$ cat config.mk
export PLATFORM = sky130hd
export DESIGN_NAME = rps_top
export DESIGN_NICKNAME = d
export VERILOG_FILES = /design/src/rps_pkg.sv /design/src/rps_sync.sv /design/src/rps_top.sv /design/src/rps_vec_fetch.sv
export VERILOG_INCLUDE_DIRS = /design/src
export SDC_FILE = /design/constraint.sdc
export NUM_CORES = 1
export LEC_CHECK = 0
export ABC_AREA = 0
export ABC_CLOCK_PERIOD_IN_PS = 3800
export BUFFER_PORTS_ARGS = -buffer_cell sky130_fd_sc_hd__buf_2
export CORE_AREA = 4 4 159 161
export CTS_CLUSTER_DIAMETER = 60
export CTS_CLUSTER_SIZE = 40
export DETAILED_ROUTE_END_ITERATION = 7
export DIE_AREA = 0 0 163 165
export GPL_TIMING_DRIVEN = 0
export PLACE_DENSITY = 0.77
export SLEW_MARGIN = 20
export SYNTH_ARGS = -nofsm -noshare
export SYNTH_HDL_FRONTEND = slang
export SYNTH_SLANG_ARGS = --single-unit
$ cat constraint.sdc
create_clock -name i_clk -period 3.8 [get_ports i_clk]
set_clock_uncertainty 0.1 [all_clocks]
set_input_delay 0.19 -clock i_clk [delete_from_list [all_inputs] [get_ports i_clk]]
set_output_delay 0.19 -clock i_clk [all_outputs]
set_load 0.01 [all_outputs]
$ cat src/rps_cfg.svh
// constants for the reset pin sequencer: offsets, field positions, reset values
`ifndef RPS_CFG_SVH
`define RPS_CFG_SVH

`define RPS_ADDR_W           4
`define RPS_OFS_FLAG_CTRL    4'h0
`define RPS_OFS_PBUS_CTRL    4'h1
`define RPS_OFS_XBUS_CTRL    4'h2
`define RPS_OFS_STATUS       4'h3
`define RPS_OFS_VECTOR       4'h4

`define RPS_FLAG0_DIR_BIT    1
`define RPS_FLAG0_OUT_BIT    2
`define RPS_FLAG0_IN_BIT     3
`define RPS_FLAG1_DIR_BIT    5
`define RPS_FLAG1_OUT_BIT    6
`define RPS_FLAG1_IN_BIT     7

`define RPS_WS_W             3
`define RPS_WS_LSB           0
`define RPS_WS_RESET         3'h7

`define RPS_ST_IN_RESET      0
`define RPS_ST_HOLD_ACK      1
`define RPS_ST_BOOT_DONE     2
`define RPS_ST_MC_MODE       3
`define RPS_ST_FETCH_IDX     4

`define RPS_VEC_ADDR         24'h000000
`define RPS_VEC_W            24
`define RPS_PERIPH_PINS      14

// pin control word in reset: every enable off, strobes, rw and acknowledges high
`define RPS_CTL_RESET        14'h03d6

`endif

$ cat src/rps_pkg.sv
// types shared by the reset pin sequencer modules
package rps_pkg;
  typedef enum logic [1:0] {
    RPS_FETCH_IDLE   = 2'b00,
    RPS_FETCH_ACCESS = 2'b01,
    RPS_FETCH_DONE   = 2'b10
  } rps_fetch_state_type;
endpackage : rps_pkg

$ cat src/rps_sync.sv
// two-stage synchroniser for asynchronous level inputs
module rps_sync #(
  parameter int          WIDTH     = 1,
  parameter logic [WIDTH-1:0] RESET_VAL = '0
) (
  input  wire logic             i_clk,
  input  wire logic             i_resetn,
  input  wire logic             i_ce,
  input  wire logic [WIDTH-1:0] i_async,
  output logic      [WIDTH-1:0] o_sync
);
  logic [WIDTH-1:0] meta_q;
  logic [WIDTH-1:0] meta_d;
  logic [WIDTH-1:0] sync_q;
  logic [WIDTH-1:0] sync_d;

  always_comb begin
    meta_d = meta_q;
    sync_d = sync_q;
    if (!i_resetn) begin
      meta_d = RESET_VAL;
      sync_d = RESET_VAL;
    end else if (i_ce) begin
      meta_d = i_async;
      sync_d = meta_q;
    end
  end

  always_ff @(posedge i_clk) begin
    meta_q <= meta_d;
    sync_q <= sync_d;
  end

  assign o_sync = sync_q;
endmodule : rps_sync

$ cat src/rps_top.sv
// reset pin sequencer: reset intake, pin floating, bus defaults, vector fetch, flag pins
`include "rps_cfg.svh"
module rps_top
  import rps_pkg::*;
#(
  parameter int VEC_W = `RPS_VEC_W
) (
  input  wire logic                       i_clk,
  input  wire logic                       i_resetn,
  input  wire logic                       i_ce,
  input  wire logic                       i_rst_pin_n,
  input  wire logic                       i_hold_n,
  input  wire logic                       i_mcmode,
  input  wire logic [`RPS_ADDR_W-1:0]     i_addr,
  input  wire logic [31:0]                i_wdata,
  input  wire logic                       i_wr,
  input  wire logic                       i_rd,
  output logic      [31:0]                o_rdata,
  input  wire logic [1:0]                 i_flag_in,
  output logic      [1:0]                 o_flag_out,
  output logic      [1:0]                 o_flag_oe,
  input  wire logic [`RPS_PERIPH_PINS-1:0] i_periph_oe,
  output logic      [`RPS_PERIPH_PINS-1:0] o_periph_oe,
  input  wire logic [23:0]                i_core_addr,
  input  wire logic                       i_core_primary_bus_strobe,
  input  wire logic                       i_core_wr,
  input  wire logic [31:0]                i_core_wdata,
  input  wire logic [12:0]                i_core_xaddr,
  input  wire logic                       i_core_expansion_memory_strobe,
  input  wire logic                       i_core_expansion_io_strobe,
  input  wire logic                       i_core_xwr,
  input  wire logic [31:0]                i_core_xwdata,
  input  wire logic                       i_core_interrupt_acknowledge_out,
  input  wire logic [31:0]                i_data_in,
  input  wire logic [VEC_W-1:0]           i_rom_vector,
  output logic      [23:0]                o_addr,
  output logic                            o_addr_oe,
  output logic      [12:0]                o_xaddr,
  output logic                            o_xaddr_oe,
  output logic      [31:0]                o_data,
  output logic                            o_data_oe,
  output logic      [31:0]                o_xdata,
  output logic                            o_xdata_oe,
  output logic                            o_primary_bus_strobe_n,
  output logic                            o_expansion_memory_strobe_n,
  output logic                            o_expansion_io_strobe_n,
  output logic                            o_rw,
  output logic                            o_rw_oe,
  output logic                            o_xrw,
  output logic                            o_xrw_oe,
  output logic                            o_interrupt_acknowledge_out_n,
  output logic                            o_holda_n,
  output logic                            o_boot_done,
  output logic      [VEC_W-1:0]           o_vector
);
  import rps_pkg::*;

  // synchronised versions of the asynchronous pins
  logic       rst_pin_sync_n;
  logic       hold_sync_n;
  logic       rst_active;
  logic       hold_active;
  logic       float_q;
  logic       float_d;

  rps_sync #(
    .WIDTH     (1),
    .RESET_VAL (1'b0)
  ) u_rst_sync (
    .i_clk    (i_clk),
    .i_resetn (i_resetn),
    .i_ce     (i_ce),
    .i_async  (i_rst_pin_n),
    .o_sync   (rst_pin_sync_n)
  );

  rps_sync #(
    .WIDTH     (1),
    .RESET_VAL (1'b1)
  ) u_hold_sync (
    .i_clk    (i_clk),
    .i_resetn (i_resetn),
    .i_ce     (i_ce),
    .i_async  (i_hold_n),
    .o_sync   (hold_sync_n)
  );

  assign rst_active  = !rst_pin_sync_n;
  // hold is not gated by reset, so a hold request wins even while reset is low
  assign hold_active = !hold_sync_n;

  // the pin float path skips the synchroniser to answer the pin within one cycle
  always_comb begin
    float_d = float_q;
    if (!i_resetn) begin
      float_d = 1'b1;
    end else if (i_ce) begin
      float_d = !i_rst_pin_n;
    end
  end

  always_ff @(posedge i_clk) begin
    float_q <= float_d;
  end

  // software registers
  logic [1:0]           dir_q;
  logic [1:0]           dir_d;
  logic [1:0]           outv_q;
  logic [1:0]           outv_d;
  logic [1:0]           inv_q;
  logic [1:0]           inv_d;
  logic [`RPS_WS_W-1:0] pws_q;
  logic [`RPS_WS_W-1:0] pws_d;
  logic [`RPS_WS_W-1:0] xws_q;
  logic [`RPS_WS_W-1:0] xws_d;
  logic [31:0]          rdata_q;
  logic [31:0]          rdata_d;
  logic [31:0]          flag_word;
  logic [31:0]          status_word;
  logic                 fetch_busy;
  logic                 fetch_done;
  logic                 fetch_idx;
  logic [VEC_W-1:0]     fetch_vec;
  logic [VEC_W-1:0]     boot_data;
  logic                 sw_reset;

  assign sw_reset = !i_resetn || rst_active;

  always_comb begin
    flag_word = 32'h0;
    flag_word[`RPS_FLAG0_DIR_BIT] = dir_q[0];
    flag_word[`RPS_FLAG0_OUT_BIT] = outv_q[0];
    flag_word[`RPS_FLAG0_IN_BIT]  = inv_q[0];
    flag_word[`RPS_FLAG1_DIR_BIT] = dir_q[1];
    flag_word[`RPS_FLAG1_OUT_BIT] = outv_q[1];
    flag_word[`RPS_FLAG1_IN_BIT]  = inv_q[1];
    status_word = 32'h0;
    status_word[`RPS_ST_IN_RESET]  = rst_active;
    status_word[`RPS_ST_HOLD_ACK]  = hold_active;
    status_word[`RPS_ST_BOOT_DONE] = fetch_done;
    status_word[`RPS_ST_MC_MODE]   = i_mcmode;
    status_word[`RPS_ST_FETCH_IDX] = fetch_idx;
  end

  always_comb begin
    dir_d   = dir_q;
    outv_d  = outv_q;
    inv_d   = inv_q;
    pws_d   = pws_q;
    xws_d   = xws_q;
    rdata_d = 32'h0;
    if (sw_reset) begin
      dir_d  = 2'h0;
      outv_d = 2'h0;
      inv_d  = 2'h0;
      pws_d  = `RPS_WS_RESET;
      xws_d  = `RPS_WS_RESET;
    end else if (i_ce) begin
      // input value bits follow the pin only while the flag is an input
      if (!dir_q[0]) begin
        inv_d[0] = i_flag_in[0];
      end
      if (!dir_q[1]) begin
        inv_d[1] = i_flag_in[1];
      end
      if (i_wr) begin
        case (i_addr)
          `RPS_OFS_FLAG_CTRL: begin
            dir_d[0]  = i_wdata[`RPS_FLAG0_DIR_BIT];
            dir_d[1]  = i_wdata[`RPS_FLAG1_DIR_BIT];
            outv_d[0] = i_wdata[`RPS_FLAG0_OUT_BIT];
            outv_d[1] = i_wdata[`RPS_FLAG1_OUT_BIT];
          end
          `RPS_OFS_PBUS_CTRL: begin
            pws_d = i_wdata[`RPS_WS_LSB +: `RPS_WS_W];
          end
          `RPS_OFS_XBUS_CTRL: begin
            xws_d = i_wdata[`RPS_WS_LSB +: `RPS_WS_W];
          end
          default: begin
          end
        endcase
      end
      if (i_rd) begin
        case (i_addr)
          `RPS_OFS_FLAG_CTRL: rdata_d = flag_word;
          `RPS_OFS_PBUS_CTRL: rdata_d = {{(32-`RPS_WS_W){1'b0}}, pws_q};
          `RPS_OFS_XBUS_CTRL: rdata_d = {{(32-`RPS_WS_W){1'b0}}, xws_q};
          `RPS_OFS_STATUS:    rdata_d = status_word;
          `RPS_OFS_VECTOR:    rdata_d = {{(32-VEC_W){1'b0}}, fetch_vec};
          default:            rdata_d = 32'h0;
        endcase
      end
    end else begin
      rdata_d = rdata_q;
    end
  end

  always_ff @(posedge i_clk) begin
    dir_q   <= dir_d;
    outv_q  <= outv_d;
    inv_q   <= inv_d;
    pws_q   <= pws_d;
    xws_q   <= xws_d;
    rdata_q <= rdata_d;
  end

  // vector fetch: rom in microcomputer mode, external data bus otherwise
  assign boot_data = i_mcmode ? i_rom_vector : i_data_in[VEC_W-1:0];

  rps_vec_fetch #(
    .VEC_W (VEC_W)
  ) u_fetch (
    .i_clk       (i_clk),
    .i_resetn    (i_resetn),
    .i_ce        (i_ce),
    .i_restart   (rst_active),
    .i_run       (!hold_active),
    .i_mcmode    (i_mcmode),
    .i_waits     (pws_q),
    .i_data      (boot_data),
    .o_busy      (fetch_busy),
    .o_done      (fetch_done),
    .o_fetch_idx (fetch_idx),
    .o_vector    (fetch_vec)
  );

  // pin stage: every pin output is a flip-flop
  logic                        quiet;
  logic                        ext_fetch;
  logic [23:0]                 addr_d;
  logic [23:0]                 addr_q;
  logic [12:0]                 xaddr_d;
  logic [12:0]                 xaddr_q;
  logic [31:0]                 data_d;
  logic [31:0]                 data_q;
  logic [31:0]                 xdata_d;
  logic [31:0]                 xdata_q;
  logic [1:0]                  fout_d;
  logic [1:0]                  fout_q;
  logic [1:0]                  foe_d;
  logic [1:0]                  foe_q;
  logic [`RPS_PERIPH_PINS-1:0] poe_d;
  logic [`RPS_PERIPH_PINS-1:0] poe_q;
  logic [13:0]                 ctl_d;
  logic [13:0]                 ctl_q;
  logic [VEC_W-1:0]            vec_out_d;
  logic [VEC_W-1:0]            vec_out_q;

  // core strobes, rw and data enables reach the pins only after both vector fetches; i_core_addr is used whenever ext_fetch is low
  assign quiet     = sw_reset || float_q;
  assign ext_fetch = fetch_busy && !i_mcmode;

  // ctl bit order: addr_oe xaddr_oe data_oe xdata_oe primary_bus_strobe_n expansion_memory_strobe_n expansion_io_strobe_n
  //                rw rw_oe xrw xrw_oe interrupt_acknowledge_out_n holda_n boot_done
  always_comb begin
    addr_d    = addr_q;
    xaddr_d   = xaddr_q;
    data_d    = data_q;
    xdata_d   = xdata_q;
    fout_d    = fout_q;
    foe_d     = foe_q;
    poe_d     = poe_q;
    ctl_d     = ctl_q;
    vec_out_d = vec_out_q;
    if (!i_resetn) begin
      addr_d    = 24'h0;
      xaddr_d   = 13'h0;
      data_d    = 32'h0;
      xdata_d   = 32'h0;
      fout_d    = 2'h0;
      foe_d     = 2'h0;
      poe_d     = '0;
      ctl_d     = `RPS_CTL_RESET;
      vec_out_d = '0;
    end else if (i_ce) begin
      addr_d    = ext_fetch ? `RPS_VEC_ADDR : i_core_addr;
      xaddr_d   = i_core_xaddr;
      data_d    = i_core_wdata;
      xdata_d   = i_core_xwdata;
      vec_out_d = fetch_vec;
      fout_d    = outv_q;
      foe_d     = (quiet || float_d) ? 2'h0 : dir_q;
      poe_d     = (quiet || float_d) ? '0 : i_periph_oe;
      if (quiet || float_d || hold_active) begin
        ctl_d[13] = 1'b0;
        ctl_d[12] = 1'b0;
        ctl_d[11] = 1'b0;
        ctl_d[10] = 1'b0;
        ctl_d[9]  = 1'b1;
        ctl_d[8]  = 1'b1;
        ctl_d[7]  = 1'b1;
        ctl_d[6]  = 1'b1;
        ctl_d[5]  = 1'b0;
        ctl_d[4]  = 1'b1;
        ctl_d[3]  = 1'b0;
        ctl_d[2]  = 1'b1;
      end else if (!fetch_done) begin
        ctl_d[13] = 1'b1;
        ctl_d[12] = 1'b0;
        ctl_d[11] = 1'b0;
        ctl_d[10] = 1'b0;
        ctl_d[9]  = !ext_fetch;
        ctl_d[8]  = 1'b1;
        ctl_d[7]  = 1'b1;
        ctl_d[6]  = 1'b1;
        ctl_d[5]  = 1'b1;
        ctl_d[4]  = 1'b1;
        ctl_d[3]  = 1'b1;
        ctl_d[2]  = 1'b1;
      end else begin
        ctl_d[13] = 1'b1;
        ctl_d[12] = 1'b1;
        ctl_d[11] = i_core_wr;
        ctl_d[10] = i_core_xwr;
        ctl_d[9]  = !i_core_primary_bus_strobe;
        ctl_d[8]  = !i_core_expansion_memory_strobe;
        ctl_d[7]  = !i_core_expansion_io_strobe;
        ctl_d[6]  = !i_core_wr;
        ctl_d[5]  = 1'b1;
        ctl_d[4]  = !i_core_xwr;
        ctl_d[3]  = 1'b1;
        ctl_d[2]  = !i_core_interrupt_acknowledge_out;
      end
      ctl_d[1] = !hold_active;
      ctl_d[0] = fetch_done && !quiet;
    end
  end

  always_ff @(posedge i_clk) begin
    addr_q    <= addr_d;
    xaddr_q   <= xaddr_d;
    data_q    <= data_d;
    xdata_q   <= xdata_d;
    fout_q    <= fout_d;
    foe_q     <= foe_d;
    poe_q     <= poe_d;
    ctl_q     <= ctl_d;
    vec_out_q <= vec_out_d;
  end

  assign o_rdata     = rdata_q;
  assign o_flag_out  = fout_q;
  assign o_flag_oe   = foe_q;
  assign o_periph_oe = poe_q;
  assign o_addr      = addr_q;
  assign o_xaddr     = xaddr_q;
  assign o_data      = data_q;
  assign o_xdata     = xdata_q;
  assign o_vector    = vec_out_q;
  assign o_addr_oe   = ctl_q[13];
  assign o_xaddr_oe  = ctl_q[12];
  assign o_data_oe   = ctl_q[11];
  assign o_xdata_oe  = ctl_q[10];
  assign o_primary_bus_strobe_n    = ctl_q[9];
  assign o_expansion_memory_strobe_n   = ctl_q[8];
  assign o_expansion_io_strobe_n  = ctl_q[7];
  assign o_rw        = ctl_q[6];
  assign o_rw_oe     = ctl_q[5];
  assign o_xrw       = ctl_q[4];
  assign o_xrw_oe    = ctl_q[3];
  assign o_interrupt_acknowledge_out_n    = ctl_q[2];
  assign o_holda_n   = ctl_q[1];
  assign o_boot_done = ctl_q[0];
endmodule : rps_top

$ cat src/rps_vec_fetch.sv
// double reset-vector fetch sequencer with software wait-state counting
`include "rps_cfg.svh"
module rps_vec_fetch
  import rps_pkg::*;
#(
  parameter int VEC_W = `RPS_VEC_W
) (
  input  wire logic                 i_clk,
  input  wire logic                 i_resetn,
  input  wire logic                 i_ce,
  input  wire logic                 i_restart,
  input  wire logic                 i_run,
  input  wire logic                 i_mcmode,
  input  wire logic [`RPS_WS_W-1:0] i_waits,
  input  wire logic [VEC_W-1:0]     i_data,
  output logic                      o_busy,
  output logic                      o_done,
  output logic                      o_fetch_idx,
  output logic      [VEC_W-1:0]     o_vector
);
  rps_fetch_state_type state_q;
  rps_fetch_state_type state_d;
  logic [`RPS_WS_W-1:0] count_q;
  logic [`RPS_WS_W-1:0] count_d;
  logic                 idx_q;
  logic                 idx_d;
  logic [VEC_W-1:0]     vec_q;
  logic [VEC_W-1:0]     vec_d;
  logic [`RPS_WS_W-1:0] load_ws;

  // internal rom needs no software wait states
  assign load_ws = i_mcmode ? '0 : i_waits;

  always_comb begin
    state_d = state_q;
    count_d = count_q;
    idx_d   = idx_q;
    vec_d   = vec_q;
    if (!i_resetn || i_restart) begin
      state_d = RPS_FETCH_IDLE;
      count_d = '0;
      idx_d   = 1'b0;
      vec_d   = '0;
    end else if (i_ce && i_run) begin
      case (state_q)
        RPS_FETCH_IDLE: begin
          state_d = RPS_FETCH_ACCESS;
          count_d = load_ws;
        end
        RPS_FETCH_ACCESS: begin
          if (count_q == '0) begin
            vec_d = i_data;
            if (idx_q) begin
              state_d = RPS_FETCH_DONE;
            end else begin
              // second fetch of the same vector, same wait count
              idx_d   = 1'b1;
              count_d = load_ws;
            end
          end else begin
            count_d = count_q - 1'b1;
          end
        end
        RPS_FETCH_DONE: begin
          state_d = RPS_FETCH_DONE;
        end
        default: begin
          state_d = RPS_FETCH_IDLE;
        end
      endcase
    end
  end

  always_ff @(posedge i_clk) begin
    state_q <= state_d;
    count_q <= count_d;
    idx_q   <= idx_d;
    vec_q   <= vec_d;
  end

  assign o_busy      = (state_q == RPS_FETCH_ACCESS);
  assign o_done      = (state_q == RPS_FETCH_DONE);
  assign o_fetch_idx = idx_q;
  assign o_vector    = vec_q;
endmodule : rps_vec_fetch

Yosys cells after proc, flatten, opt, wreduce, memory -nomap -nowiden --
Cells that the tools add are included.
Storage, ports and cells: bits of input ports 223, output and inout port bits 189, word-level logic and storage cells 86, register bits 236
Operators by class: eq/ne operators 9, $add $sub $neg 1, reductions and logical operators 32, mux-type cells 17, bitwise logic cells 2
Operator list (number):
- one-hot mux 24 bit (5 select lines) | 1
- 2-to-1 mux 24 bit | 3
- AND reduction 3 bit | 6
- 2-to-1 mux 14 bit | 1
- zero test 1 bit | 13
- 2-to-1 mux 12 bit | 1
- 2-to-1 mux 11 bit | 1
- 2-to-1 mux 3 bit | 3
- == test 4 x 2 -> 1 bit, second input constant | 2
- 2-to-1 mux 2 bit | 3
- one-hot mux 2 bit (3 select lines) | 1
- one-hot mux 3 bit (2 select lines) | 1
- == test 4 x 1 -> 1 bit, second input constant | 1
- == test 4 x 3 -> 1 bit, second input constant | 1
- zero test 4 bit | 1
- logical OR 1 bit | 4
- != test 2 x 1 -> 1 bit, second input constant | 2
- AND reduction 2 bit | 2
- logical AND 1 bit | 3
- zero test 3 bit | 1
- != test 3 bit, second input constant | 1
- subtractor 3 x 1 -> 3 bit, second input constant | 1
- == test 2 x 1 -> 1 bit, second input constant | 1
- == test 2 bit, second input constant | 1
- other kinds (4) | 6

Logic depth before layout (Yosys ltp) --
Gate-level depths: netlist of run 1.
depth in word-level cells 6, depth in mapped cells 9, mapped depth without buffers 6

Hierarchy --
From an unflattened synthesis of run 1, not the netlist that was laid out.
Second synthesis, totals: cells, all modules 914, area total of the unflattened synthesis 9160.0 um2
Modules (own cells, without submodules):
- rps_top | cells each 748, sequential area each 3843.7 um2, instances 1, area each 7738.7 um2
- rps_vec_fetch | cells each 154, sequential area each 600.6 um2, instances 1, area each 1281.2 um2
- rps_sync (u_rst_sync) | cells each 6, sequential area each 40.0 um2, instances 1, area each 72.6 um2
- rps_sync (u_hold_sync) | cells each 6, sequential area each 40.0 um2, instances 1, area each 67.6 um2

Least setup slack after synthesis of run 1 --
Ideal clock, no wire load.
kind register to register, from reg u_fetch.state_q[1], to reg u_fetch.vec_q[14], in the netlist u_fetch.o_vector[14], setup time 0.146 ns, cell stages (with the launch flop) 9, arrival time 1.362 ns, required time 3.554 ns, setup slack 2.192 ns, clock period less this slack 1.608 ns, path buffers 3, cells stage by stage dfxtp_1 > inv_1 > ha_1 > buf_2 > inv_2 > nor3_4 > buf_4 > buf_6 > a211oi_2
On the way: longest elaborated chain between the ends 2
Ends and longest elaborated chain:
- start: declaration | RTL line rps_vec_fetch.sv:21 | rps_fetch_state_type state_q;
- start signal: assignment | RTL line rps_vec_fetch.sv:75 | state_q <= state_d;
- == test 2 x 1 -> 1 bit | RTL line rps_vec_fetch.sv:45 | case (state_q)
- AND reduction 3 bit (no line)
- end signal: assignment | RTL line rps_vec_fetch.sv:78 | vec_q <= vec_d;
- end: declaration | RTL line rps_vec_fetch.sv:27 | logic [VEC_W-1:0] vec_q;
No other way between the ends. A chain may end at the register's enable or synchronous reset.

Final worst setup path of run 1 --
from reg u_fetch.state_q[1], to reg u_fetch.vec_q[19], in the netlist u_fetch.o_vector[19]
Same word-level chain as after synthesis.

==> flow_metrics.py, run 1 <==
metrics = {
    "run_status": {
        "status": "completed",
    },
    "yosys": {
        "post_synth_num_cell_types": 47,
        "synth_enable_flop_cells": 0,
        "synthCells": 913,
        "synthTopCellsByArea": "sky130_fd_sc_hd__dfxtp_1, sky130_fd_sc_hd__mux2i_1, sky130_fd_sc_hd__nor2b_1",
        "synth_area_sq_um": 9320,
        "synth_area_leader_cell": "sky130_fd_sc_hd__dfxtp_1",
        "number_of_register_bits_inferred_by_synthesis": 226,
        "synth_ff_type": "sky130_fd_sc_hd__dfxtp_1",
        "postSynth.asyncResetShare_pct": 0,
        "synth-seq-area-share_pct": 48.6,
        "synth.top_cell.area_share_pct": 48.6,
        "synth_area_per_cell_sq_um": 10.2,
        "synthesis.yosys.warnings": 0,
    },
    "timing": {
        "fin_setup_tns_ns": 0,
        "report.final.slew_viol_count": 0,
        "report.final.setup_viol": 0,
        "worstMarginPinSlew_ns": 0.846,
        "layout_worst_path_cycle_share_pct": 50.3,
        "unrepaired_setup_endpoints_after_global_routing": "false",
        "worst_slew_margin_rel_pct": 43.6,
        "finalHoldViolCount": 0,
        "fmaxAchievable_mhz": 523,
        "finalWorstPathRequiredPeriod_ns": 1.91,
    },
    "pwr": {
        "max-vdd-ir-drop_v": 0.000343,
        "power.clock.fraction_pct": 37.5,
        "switching_share_pct": 26.8,
        "comb_power_share_pct": 13.7,
        "netSwitchingPower_mw": 1.36,
        "power_per_cell_area_nw_per_um2": 368,
        "internal_power_mw": 3.72,
        "p_leak_nw": 6.43,
        "seq_power_share_pct": 48.8,
    },
    "critical_path": {
        "worst-setup-path-type": "reg -> reg",
        "critical_path.slowest_cell": "sky130_fd_sc_hd__dfxtp_1",
        "critical_path_buf_inv_count": 5,
        "critPathRequiredTime_ns": 4.06,
        "end_kind": "flip-flop",
        "biggest_cell_delay_along_the_critical_path_ns": 0.32,
        "worst_setup_sp_type": "flip-flop",
        "worst_path_maximum_fanout": 10,
        "timing.critical_path.max_delay_family": "buffers and inverters",
        "worstPathCellList": "inv_1, ha_1, buf_2, inv_2, nor3_4, buf_4, buf_6, a211oi_2",
        "cp_data_arrival_time_ns": 2.18,
    },
    "placement": {
        "place_congestion": 0.842,
        "port_buffers": 365,
        "hpwl_um": 21400,
        "place_area_sq_um": 11600,
    },
    "floorplanning": {
        "coreArea_sq_um": 24000,
        "rows": 57,
        "initial_utilization_pct": 38.9,
        "floorplan.die.height_um": 165,
        "die_x_um": 163,
        "die_area_sq_um": 26900,
        "ios": 412,
    },
    "cells_and_area": {
        "postLayoutCellArea_sq_um": 13800,
        "nets": 1696,
        "most_common_cell_after_layout_fill_and_taps_aside": "sky130_fd_sc_hd__buf_2",
        "area_delta_synth_final_pct": 48.1,
        "drive_gt1_share_pct": 32.3,
        "postLayoutCoreUtil_pct": 57.6,
        "layout.cells.most_common_list": "sky130_fd_sc_hd__buf_2, sky130_fd_sc_hd__dfxtp_1, sky130_fd_sc_hd__nor2b_1, sky130_fd_sc_hd__mux2i_1, sky130_fd_sc_hd__dlygate4sd3_1",
    },
    "cts": {
        "clock_sink_count": 226,
        "clk_pin_slew_worst_paths_ns": 0.09,
        "post_cts_hold_buffer_count": 163,
        "cts_resized": 0,
        "worst_skew_late_latency_ns": 0.50,
        "htreeDepth": 1,
        "cell_chosen_for_the_clock_root": "sky130_fd_sc_hd__clkbuf_16",
        "cts-root-to-sink-buffers": 3,
        "tritoncts": "done",
        "numCtsBuffers": 17,
        "post-cts-setup-buffers": 0,
    },
    "global_routing": {
        "grt_start_max_net_pins": 28,
        "antenna_found_initial": 2,
        "grt_overflow_total": 0,
        "globalRouteTotalUtil_pct": 22.3,
        "grt_pass1_vias": 8906,
        "grt_pass1_wl_um": 48100,
    },
    "drt": {
        "detailroute.via_count": 8717,
        "drc": 0,
        "route.detailed.vias_per_inst": 4.82,
        "post_detailed_routing_wire_length_um": 31600,
        "wire_per_inst_um": 17.5,
        "detailedRoute.firstPassIterationCount": 5,
        "dr.first_iter.drc_count": 540,
        "remaining_antenna_violation_count_after_routing": 0,
    },
    "job": {
        "maxCapViolations": 0,
    },
    "min_path": {
        "holdCritPathClass": "in -> reg",
    },
}
[Yosys cell counts, types with 6 or more instances]
library cell                 n
sky130_fd_sc_hd__o21ai_0     9
sky130_fd_sc_hd__nand3_1     7
sky130_fd_sc_hd__nor2_1     77
sky130_fd_sc_hd__buf_4      18
sky130_fd_sc_hd__nand3b_1    9
sky130_fd_sc_hd__nand2b_1   10
sky130_fd_sc_hd__buf_2      26
sky130_fd_sc_hd__clkbuf_1   23
sky130_fd_sc_hd__mux2i_1   164
sky130_fd_sc_hd__ha_1        6
sky130_fd_sc_hd__dfxtp_1   226
sky130_fd_sc_hd__nor2b_1   181
sky130_fd_sc_hd__nand2_1    19
sky130_fd_sc_hd__a21oi_1    51
sky130_fd_sc_hd__a211oi_2   24
[registers in the layout (all words and copies together) (netlist names), 3 cells and up]
| signal | count |
|---|---|
| o_data | 32 |
| o_xdata | 32 |
| o_addr | 24 |
| o_rdata | 24 |
| o_vector | 24 |
| u_fetch.o_vector | 24 |
| o_periph_oe | 14 |
| o_xaddr | 13 |
| ctl_q | 12 |
| pws_q | 3 |
| u_fetch.count_q | 3 |
| xws_q | 3 |
[layout make-up]
class | count | area (sq um)
Inverter | 6 | 22.5
Timing Repair Buffer | 528 | 3460
Multi-Input combinational cell | 615 | 4410
Fill cell | 2001 | 10200
Buffer | 73 | 392
Antenna cell | 5 | 12.5
Clock buffer | 18 | 429
Sequential cell | 226 | 4520
Clock inverter | 12 | 150
Tap cell | 324 | 405
[metrics by stage]
stage	total power [mW]	instances	setup WS, ns	hold WS (ns)
finish	5.07	1807	1.89	0.0279
global route	5.27	1803	1.78	0.0193
CTS	5.11	1802	1.90	0.00963
detailed placement	3.07	1609	1.87	0.331
global placement	3.06	1609	1.92	0.321
floorplan	2.82	920	2.19	0.215
[path summary, 6_finish.rpt]
check	cells after the start	startpoint	slack, ns	end
max	8	u_fetch.state_q[1]$_SDFFE_PP0P_	1.89	u_fetch.o_vector[19]$_SDFFE_PP0P_
min	4	i_core_primary_bus_strobe	0.03	ctl_q[9]$_SDFFE_PN1P_
max reg2reg	8	u_fetch.state_q[1]$_SDFFE_PP0P_	1.89	u_fetch.o_vector[19]$_SDFFE_PP0P_
min reg2reg	2	o_rdata[1]$_SDFFE_PP0P_	0.37	o_rdata[1]$_SDFFE_PP0P_
[power by group through the flow]
stage                     combinational, mW  clock, mW  sequential, mW
final                                 0.693       1.90            2.48
after global routing                  0.747       2.04            2.49
after CTS                             0.678       1.96            2.47
after detailed placement              0.539          0            2.53
after global placement                0.530          0            2.53
after floorplan                       0.264          0            2.56
[kinds of logic (layout without fill, tap and decap cells)]
kind of cell	after synthesis	after routing	synth area share [%]
fa+ha+maj	6	6	0.806
other cells	1	13	0.0402
buf+inv	79	637	4.44
flops	226	226	48.6
mux	167	167	18.0
simple gates	330	330	20.1
compound gates	104	104	8.08
[worst reg2reg max path, cell delays in order (launching register included)]
cell	delay, ns
sky130_fd_sc_hd__dfxtp_1	0.32
sky130_fd_sc_hd__inv_1	0.11
sky130_fd_sc_hd__ha_1	0.16
sky130_fd_sc_hd__buf_2	0.19
sky130_fd_sc_hd__inv_2	0.09
sky130_fd_sc_hd__nor3_4	0.30
sky130_fd_sc_hd__buf_4	0.24
sky130_fd_sc_hd__buf_6	0.19
sky130_fd_sc_hd__a211oi_2	0.09
[metal layers]
layer | wire length (um) | up-vias | track usage, %
met5 | 0 | - | 0
met4 | 1220 | 0 | 8.54
met3 | 2370 | 74 | 5.12
met2 | 15400 | 376 | 39.1
met1 | 12600 | 4079 | 26.5
li1 | - | 4188 | -
Power figures use the tool's default switching activity.
==> run 2: changes to the inputs <==
- ABC_CLOCK_PERIOD_IN_PS: 3800 -> 1800
- clock period: 3.8 -> 1.8 ns (I/O delays scaled with it)
==> flow_metrics.py, run 2 (synthesis gave the netlist of run 1 again) <==
metrics = {
    "critical_path": {
        "timing.critical_path.max_delay_family": "buffers and inverters",
        "critPathRequiredTime_ns": 2.12,
        "worst_path_maximum_fanout": 8,
        "critical_path_buf_inv_count": 4,
        "end_kind": "flip-flop",
        "biggest_cell_delay_along_the_critical_path_ns": 0.36,
        "dominant_cell_type_by_count_on_the_critical_path": "sky130_fd_sc_hd__buf_4",
        "worstPathCellList": "inv_2, ha_1, buf_6, buf_4, a311oi_4, buf_4, o21bai_1, a21oi_1",
        "worst-setup-path-type": "reg -> reg",
        "worst_setup_sp_type": "flip-flop",
        "critical_path.slowest_cell": "sky130_fd_sc_hd__dfxtp_2",
        "cp_data_arrival_time_ns": 2.10,
    },
    "drt": {
        "dr.first_iter.drc_count": 522,
        "dr_wl_met2_um": 15900,
        "detailedRoute.firstPassIterationCount": 5,
        "drc": 0,
        "wl_met1_um": 12700,
        "top_layer": "met4",
        "detailroute.via_count": 8836,
        "wire_per_inst_um": 17.6,
        "route.detailed.vias_per_inst": 4.82,
        "post_detailed_routing_wire_length_um": 32300,
        "met3WireLength_um": 2370,
        "remaining_antenna_violation_count_after_routing": 0,
    },
    "placement": {
        "place_area_sq_um": 11600,
        "port_buffers": 365,
        "place_congestion": 0.842,
        "hpwl_um": 21400,
    },
    "cts": {
        "clk_pin_slew_worst_paths_ns": 0.08,
        "numCtsBuffers": 17,
        "clock_sink_count": 226,
        "cts-root-to-sink-buffers": 3,
        "cell_chosen_for_the_clock_root": "sky130_fd_sc_hd__clkbuf_16",
        "htreeDepth": 1,
        "worst_skew_late_latency_ns": 0.50,
        "tritoncts": "done",
    },
    "cells_and_area": {
        "drive_gt1_share_pct": 32.5,
        "most_common_cell_after_layout_fill_and_taps_aside": "sky130_fd_sc_hd__buf_2",
        "postLayoutCellArea_sq_um": 14200,
        "layout.cells.most_common_list": "sky130_fd_sc_hd__buf_2, sky130_fd_sc_hd__dfxtp_1, sky130_fd_sc_hd__dlygate4sd3_1, sky130_fd_sc_hd__nor2b_1, sky130_fd_sc_hd__mux2i_1",
        "fillers": 1943,
        "area_delta_synth_final_pct": 52.0,
        "nets": 1725,
    },
    "global_routing": {
        "antenna_found_initial": 2,
        "grt_start_max_net_pins": 28,
        "grt_pass1_vias": 9108,
        "globalRouteTotalUtil_pct": 22.6,
        "grt_overflow_total": 0,
        "grt_pass1_wl_um": 48800,
    },
    "timing": {
        "worst_hold_slack_ns": 0.0399,
        "worstMarginPinSlew_ns": 0.838,
        "fmaxAchievable_mhz": 563,
        "finalHoldViolCount": 0,
        "layout_worst_path_cycle_share_pct": 98.7,
        "worst_slew_margin_rel_pct": 44.1,
        "finalWorstPathRequiredPeriod_ns": 1.78,
        "report.final.slew_viol_count": 0,
        "fin_setup_tns_ns": 0,
        "report.final.setup_viol": 0,
    },
    "run_status": {
        "status": "completed",
    },
    "pwr": {
        "p_leak_nw": 6.59,
        "power_per_cell_area_nw_per_um2": 760,
        "max-vdd-ir-drop_v": 0.000727,
    },
    "floorplanning": {
        "ios": 412,
        "floorplan.die.height_um": 165,
        "die_area_sq_um": 26900,
        "coreArea_sq_um": 24000,
        "die_x_um": 163,
        "rows": 57,
        "initial_utilization_pct": 38.9,
    },
    "job": {
        "maxCapViolations": 0,
    },
    "min_path": {
        "holdCritPathClass": "in -> reg",
    },
}
[run 2: layer usage]
layer	GRT usage (%)	vias up
met4	8.65	0
met5	0	-
li1	-	4235
met2	40.0	382
met3	5.02	83
met1	26.8	4136
[run 2: metrics by stage]
stage               std cells  util, %  setup slack (ns)  power, mW
CTS                      1829     58.7            0.0103       10.8
global route             1832     59.1           -0.0177       11.2
global placement         1609     48.3           -0.0709       6.45
finish                   1835     59.1            0.0228       10.8
detailed placement       1609     48.3           -0.0967       6.47
floorplan                 920        -             0.192       5.96
[run 2: timing repair]
item / 4_1_cts / 5_1_grt
hold endpoints to repair: 169 / 0
setup endpoints to repair: 29 / 57
resized for setup: 4 / 19
setup buffers: 3 / 2
pin swaps: 2 / 3
gates cloned: 1 / 0
hold buffers: 186 / 0
[run 2: final cells by class]
cell class	count	area (sq um)	share of cell area [%]
buffer	73	433	3.06
clock buffer	18	429	3.03
inverter	6	22.5	0.159
clock inverter	12	150	1.06
antenna	4	10.0	0.0707
tap	324	405	2.86
multi-input combinational	615	4440	31.4
sequential	226	4530	32.0
timing repair buffer	557	3750	26.4
[run 2: final timing paths]
path                              startpoint                                end  slack (ns)  cells after the start
min                                 i_resetn  u_fetch.o_vector[23]$_SDFFE_PP0P_        0.04                      3
max          u_fetch.state_q[1]$_SDFFE_PP0P_    u_fetch.count_q[2]$_SDFFE_PP0P_        0.02                      8
max reg2reg  u_fetch.state_q[1]$_SDFFE_PP0P_    u_fetch.count_q[2]$_SDFFE_PP0P_        0.02                      8
min reg2reg          o_rdata[1]$_SDFFE_PP0P_            o_rdata[1]$_SDFFE_PP0P_        0.38                      2
[run 2: power by group]
group / switching (mW) / internal [mW]
clock network: 2.11 / 1.91
registers: 0.0821 / 5.15
logic: 0.691 / 0.829
total: 2.89 / 7.89
[run 2: worst register-to-register path: cells and delay by family, from the launching register on]
| kind | cells | cell delay, ns |
|---|---|---|
| flip-flops | 1 | 0.36 |
| adder cells (fa/ha/maj) | 1 | 0.19 |
| buffers and inverters | 4 | 0.54 |
| AO/OA/AOI/OAI | 3 | 0.53 |
==> run 3: changes to the inputs <==
--- a/config.mk
+++ b/config.mk
@@ -16,6 +16,7 @@
 export DIE_AREA = 0 0 163 165
 export GPL_TIMING_DRIVEN = 0
+export MAX_ROUTING_LAYER = met4
 export PLACE_DENSITY = 0.77
-export SLEW_MARGIN = 20
+export SLEW_MARGIN = 15
 export SYNTH_ARGS = -nofsm -noshare
 export SYNTH_HDL_FRONTEND = slang
==> constraint.sdc (replaced) <==
create_clock -name i_clk -period 1.8 [get_ports i_clk]
set_clock_uncertainty 0.1 [all_clocks]
set_input_delay 0.27 -clock i_clk [delete_from_list [all_inputs] [get_ports i_clk]]
set_output_delay 0.27 -clock i_clk [all_outputs]
set_load 0.01 [all_outputs]
==> flow_metrics.py, run 3 (synthesis gave the netlist of run 1 again) <==
metrics = {
    "placement": {
        "port_buffers": 365,
        "place_congestion": 0.859,
        "hpwl_um": 21400,
        "dp_slack_ns": -0.206,
    },
    "pwr": {
        "power_mw": 10.6,
        "max-vdd-ir-drop_v": 0.000727,
        "p_leak_nw": 6.34,
        "power_per_cell_area_nw_per_um2": 783,
    },
    "global_routing": {
        "grt_pass1_vias": 8645,
        "grt_pass1_wl_um": 46700,
        "grt_overflow_total": 0,
        "globalRouteTotalUtil_pct": 22.3,
        "grt_start_max_net_pins": 28,
        "antenna_found_initial": 2,
    },
    "cells_and_area": {
        "area.sequential_sq_um": 4530,
        "multi_input_area_sq_um": 4450,
        "nets": 1667,
        "drive_gt1_share_pct": 33.7,
        "fillers": 2029,
        "most_common_cell_after_layout_fill_and_taps_aside": "sky130_fd_sc_hd__buf_2",
        "layout.cells.most_common_list": "sky130_fd_sc_hd__buf_2, sky130_fd_sc_hd__dfxtp_1, sky130_fd_sc_hd__nor2b_1, sky130_fd_sc_hd__mux2i_1, sky130_fd_sc_hd__dlygate4sd3_1",
        "area_delta_synth_final_pct": 45.8,
    },
    "timing": {
        "worst_slew_margin_rel_pct": 43.1,
        "finalHoldViolCount": 0,
        "unrepaired_setup_endpoints_after_global_routing": "false",
        "worstMarginPinSlew_ns": 0.853,
        "finalWorstPathRequiredPeriod_ns": 1.75,
        "layout_worst_path_cycle_share_pct": 97.2,
        "fmaxAchievable_mhz": 571,
        "final.setup.worst_slack_ns": 0.0498,
        "report.final.slew_viol_count": 0,
        "report.final.setup_viol": 0,
    },
    "cts": {
        "numCtsBuffers": 17,
        "cell_chosen_for_the_clock_root": "sky130_fd_sc_hd__clkbuf_16",
        "cts-root-to-sink-buffers": 3,
        "worst_skew_late_latency_ns": 0.50,
        "clk_pin_slew_worst_paths_ns": 0.08,
        "clock_sink_count": 226,
        "htreeDepth": 1,
        "tritoncts": "done",
    },
    "drt": {
        "route.detailed.vias_per_inst": 4.79,
        "detailedRoute.firstPassIterationCount": 5,
        "detailroute.via_count": 8507,
        "remaining_antenna_violation_count_after_routing": 0,
        "drc": 0,
        "post_detailed_routing_wire_length_um": 31000,
        "wire_per_inst_um": 17.5,
        "dr.first_iter.drc_count": 487,
    },
    "floorplanning": {
        "rows": 57,
        "ios": 412,
        "die_x_um": 163,
        "initial_utilization_pct": 38.9,
        "floorplan.die.height_um": 165,
        "die_area_sq_um": 26900,
        "coreArea_sq_um": 24000,
    },
    "critical_path": {
        "worst_path_maximum_fanout": 8,
        "reg2reg_setup_slack_ns": 0.05,
        "end_kind": "flip-flop",
        "critPathRequiredTime_ns": 2.12,
        "worst_setup_sp_type": "flip-flop",
        "cp_data_arrival_time_ns": 2.07,
        "worst-setup-path-type": "reg -> reg",
    },
    "job": {
        "maxCapViolations": 0,
    },
    "run_status": {
        "status": "completed",
    },
    "min_path": {
        "holdCritPathClass": "in -> reg",
    },
}
[run 3: changes by cell type in the layout (fill, tap and decap cells not counted), sizes merged]
| cell | before | now |
|---|---|---|
| dlygate4sd3 | 186 | 128 |
| diode | 4 | 2 |
[run 3: cell type report]
| cell class | instances | area share, % |
|---|---|---|
| tap | 324 | 2.98 |
| antenna | 2 | 0.0368 |
| sequential | 226 | 33.3 |
| multi-input combinational | 615 | 32.7 |
| timing repair buffer | 499 | 23.3 |
| inverter | 6 | 0.166 |
| clock inverter | 12 | 1.11 |
| clock buffer | 18 | 3.16 |
| buffer | 73 | 3.19 |
[run 3: per-stage QoR]
stage          hold WS [ns]  setup TNS [ns]  util (%)  cells  area, sq um
3_5_place_dp          0.355           -6.94      48.3   1609        11600
3_3_place_gp          0.344           -5.17      48.3   1609        11600
5_1_grt              0.0213               0      56.7   1775        13600
4_1_cts              0.0123               0      56.3   1771        13500
2_1_floorplan         0.295               0         -    920         9340
6_report             0.0167               0      56.7   1775        13600
[run 3: worst paths after layout]
check,to,cells past startpoint,startpoint
setup reg to reg,u_fetch.count_q[2]$_SDFFE_PP0P_,8,u_fetch.state_q[1]$_SDFFE_PP0P_
setup / recovery,u_fetch.count_q[2]$_SDFFE_PP0P_,8,u_fetch.state_q[1]$_SDFFE_PP0P_
hold reg to reg,o_rdata[1]$_SDFFE_PP0P_,2,o_rdata[1]$_SDFFE_PP0P_
hold / removal,u_rst_sync.meta_q$_SDFFE_PN0P_,3,i_rst_pin_n
[run 3: report_power, final]
part	leakage (nW)	switching [mW]	internal (mW)
Clock	0.285	2.11	1.91
Combinational	4.21	0.663	0.731
Sequential	1.84	0.0818	5.15
[run 3: repair_timing]
action                                 CTS  global route
buffers inserted                         3             2
cloned                                   1             0
setup endpoints to repair               29            53
resized for setup                        4            19
endpoints found under the hold margin  134             0
pin swaps                                2             4
hold buffers                           128             0
[run 3: worst max-delay path, cell delays in order (launching register included)]
cell,delay [ns]
sky130_fd_sc_hd__dfxtp_2,0.36
sky130_fd_sc_hd__inv_2,0.06
sky130_fd_sc_hd__ha_2,0.17
sky130_fd_sc_hd__buf_6,0.13
sky130_fd_sc_hd__buf_4,0.14
sky130_fd_sc_hd__a311oi_4,0.33
sky130_fd_sc_hd__buf_4,0.20
sky130_fd_sc_hd__o21bai_1,0.07
sky130_fd_sc_hd__a21oi_1,0.12
[run 3: per-layer routing]
metal / vias up / GRT usage [%] / wire length, um
li1: 4125 / - / -
met1: 3950 / 26.7 / 12600
met2: 362 / 37.7 / 15100
met3: 70 / 4.47 / 2180
met4: 0 / 7.82 / 1190
met5: - / - / 0
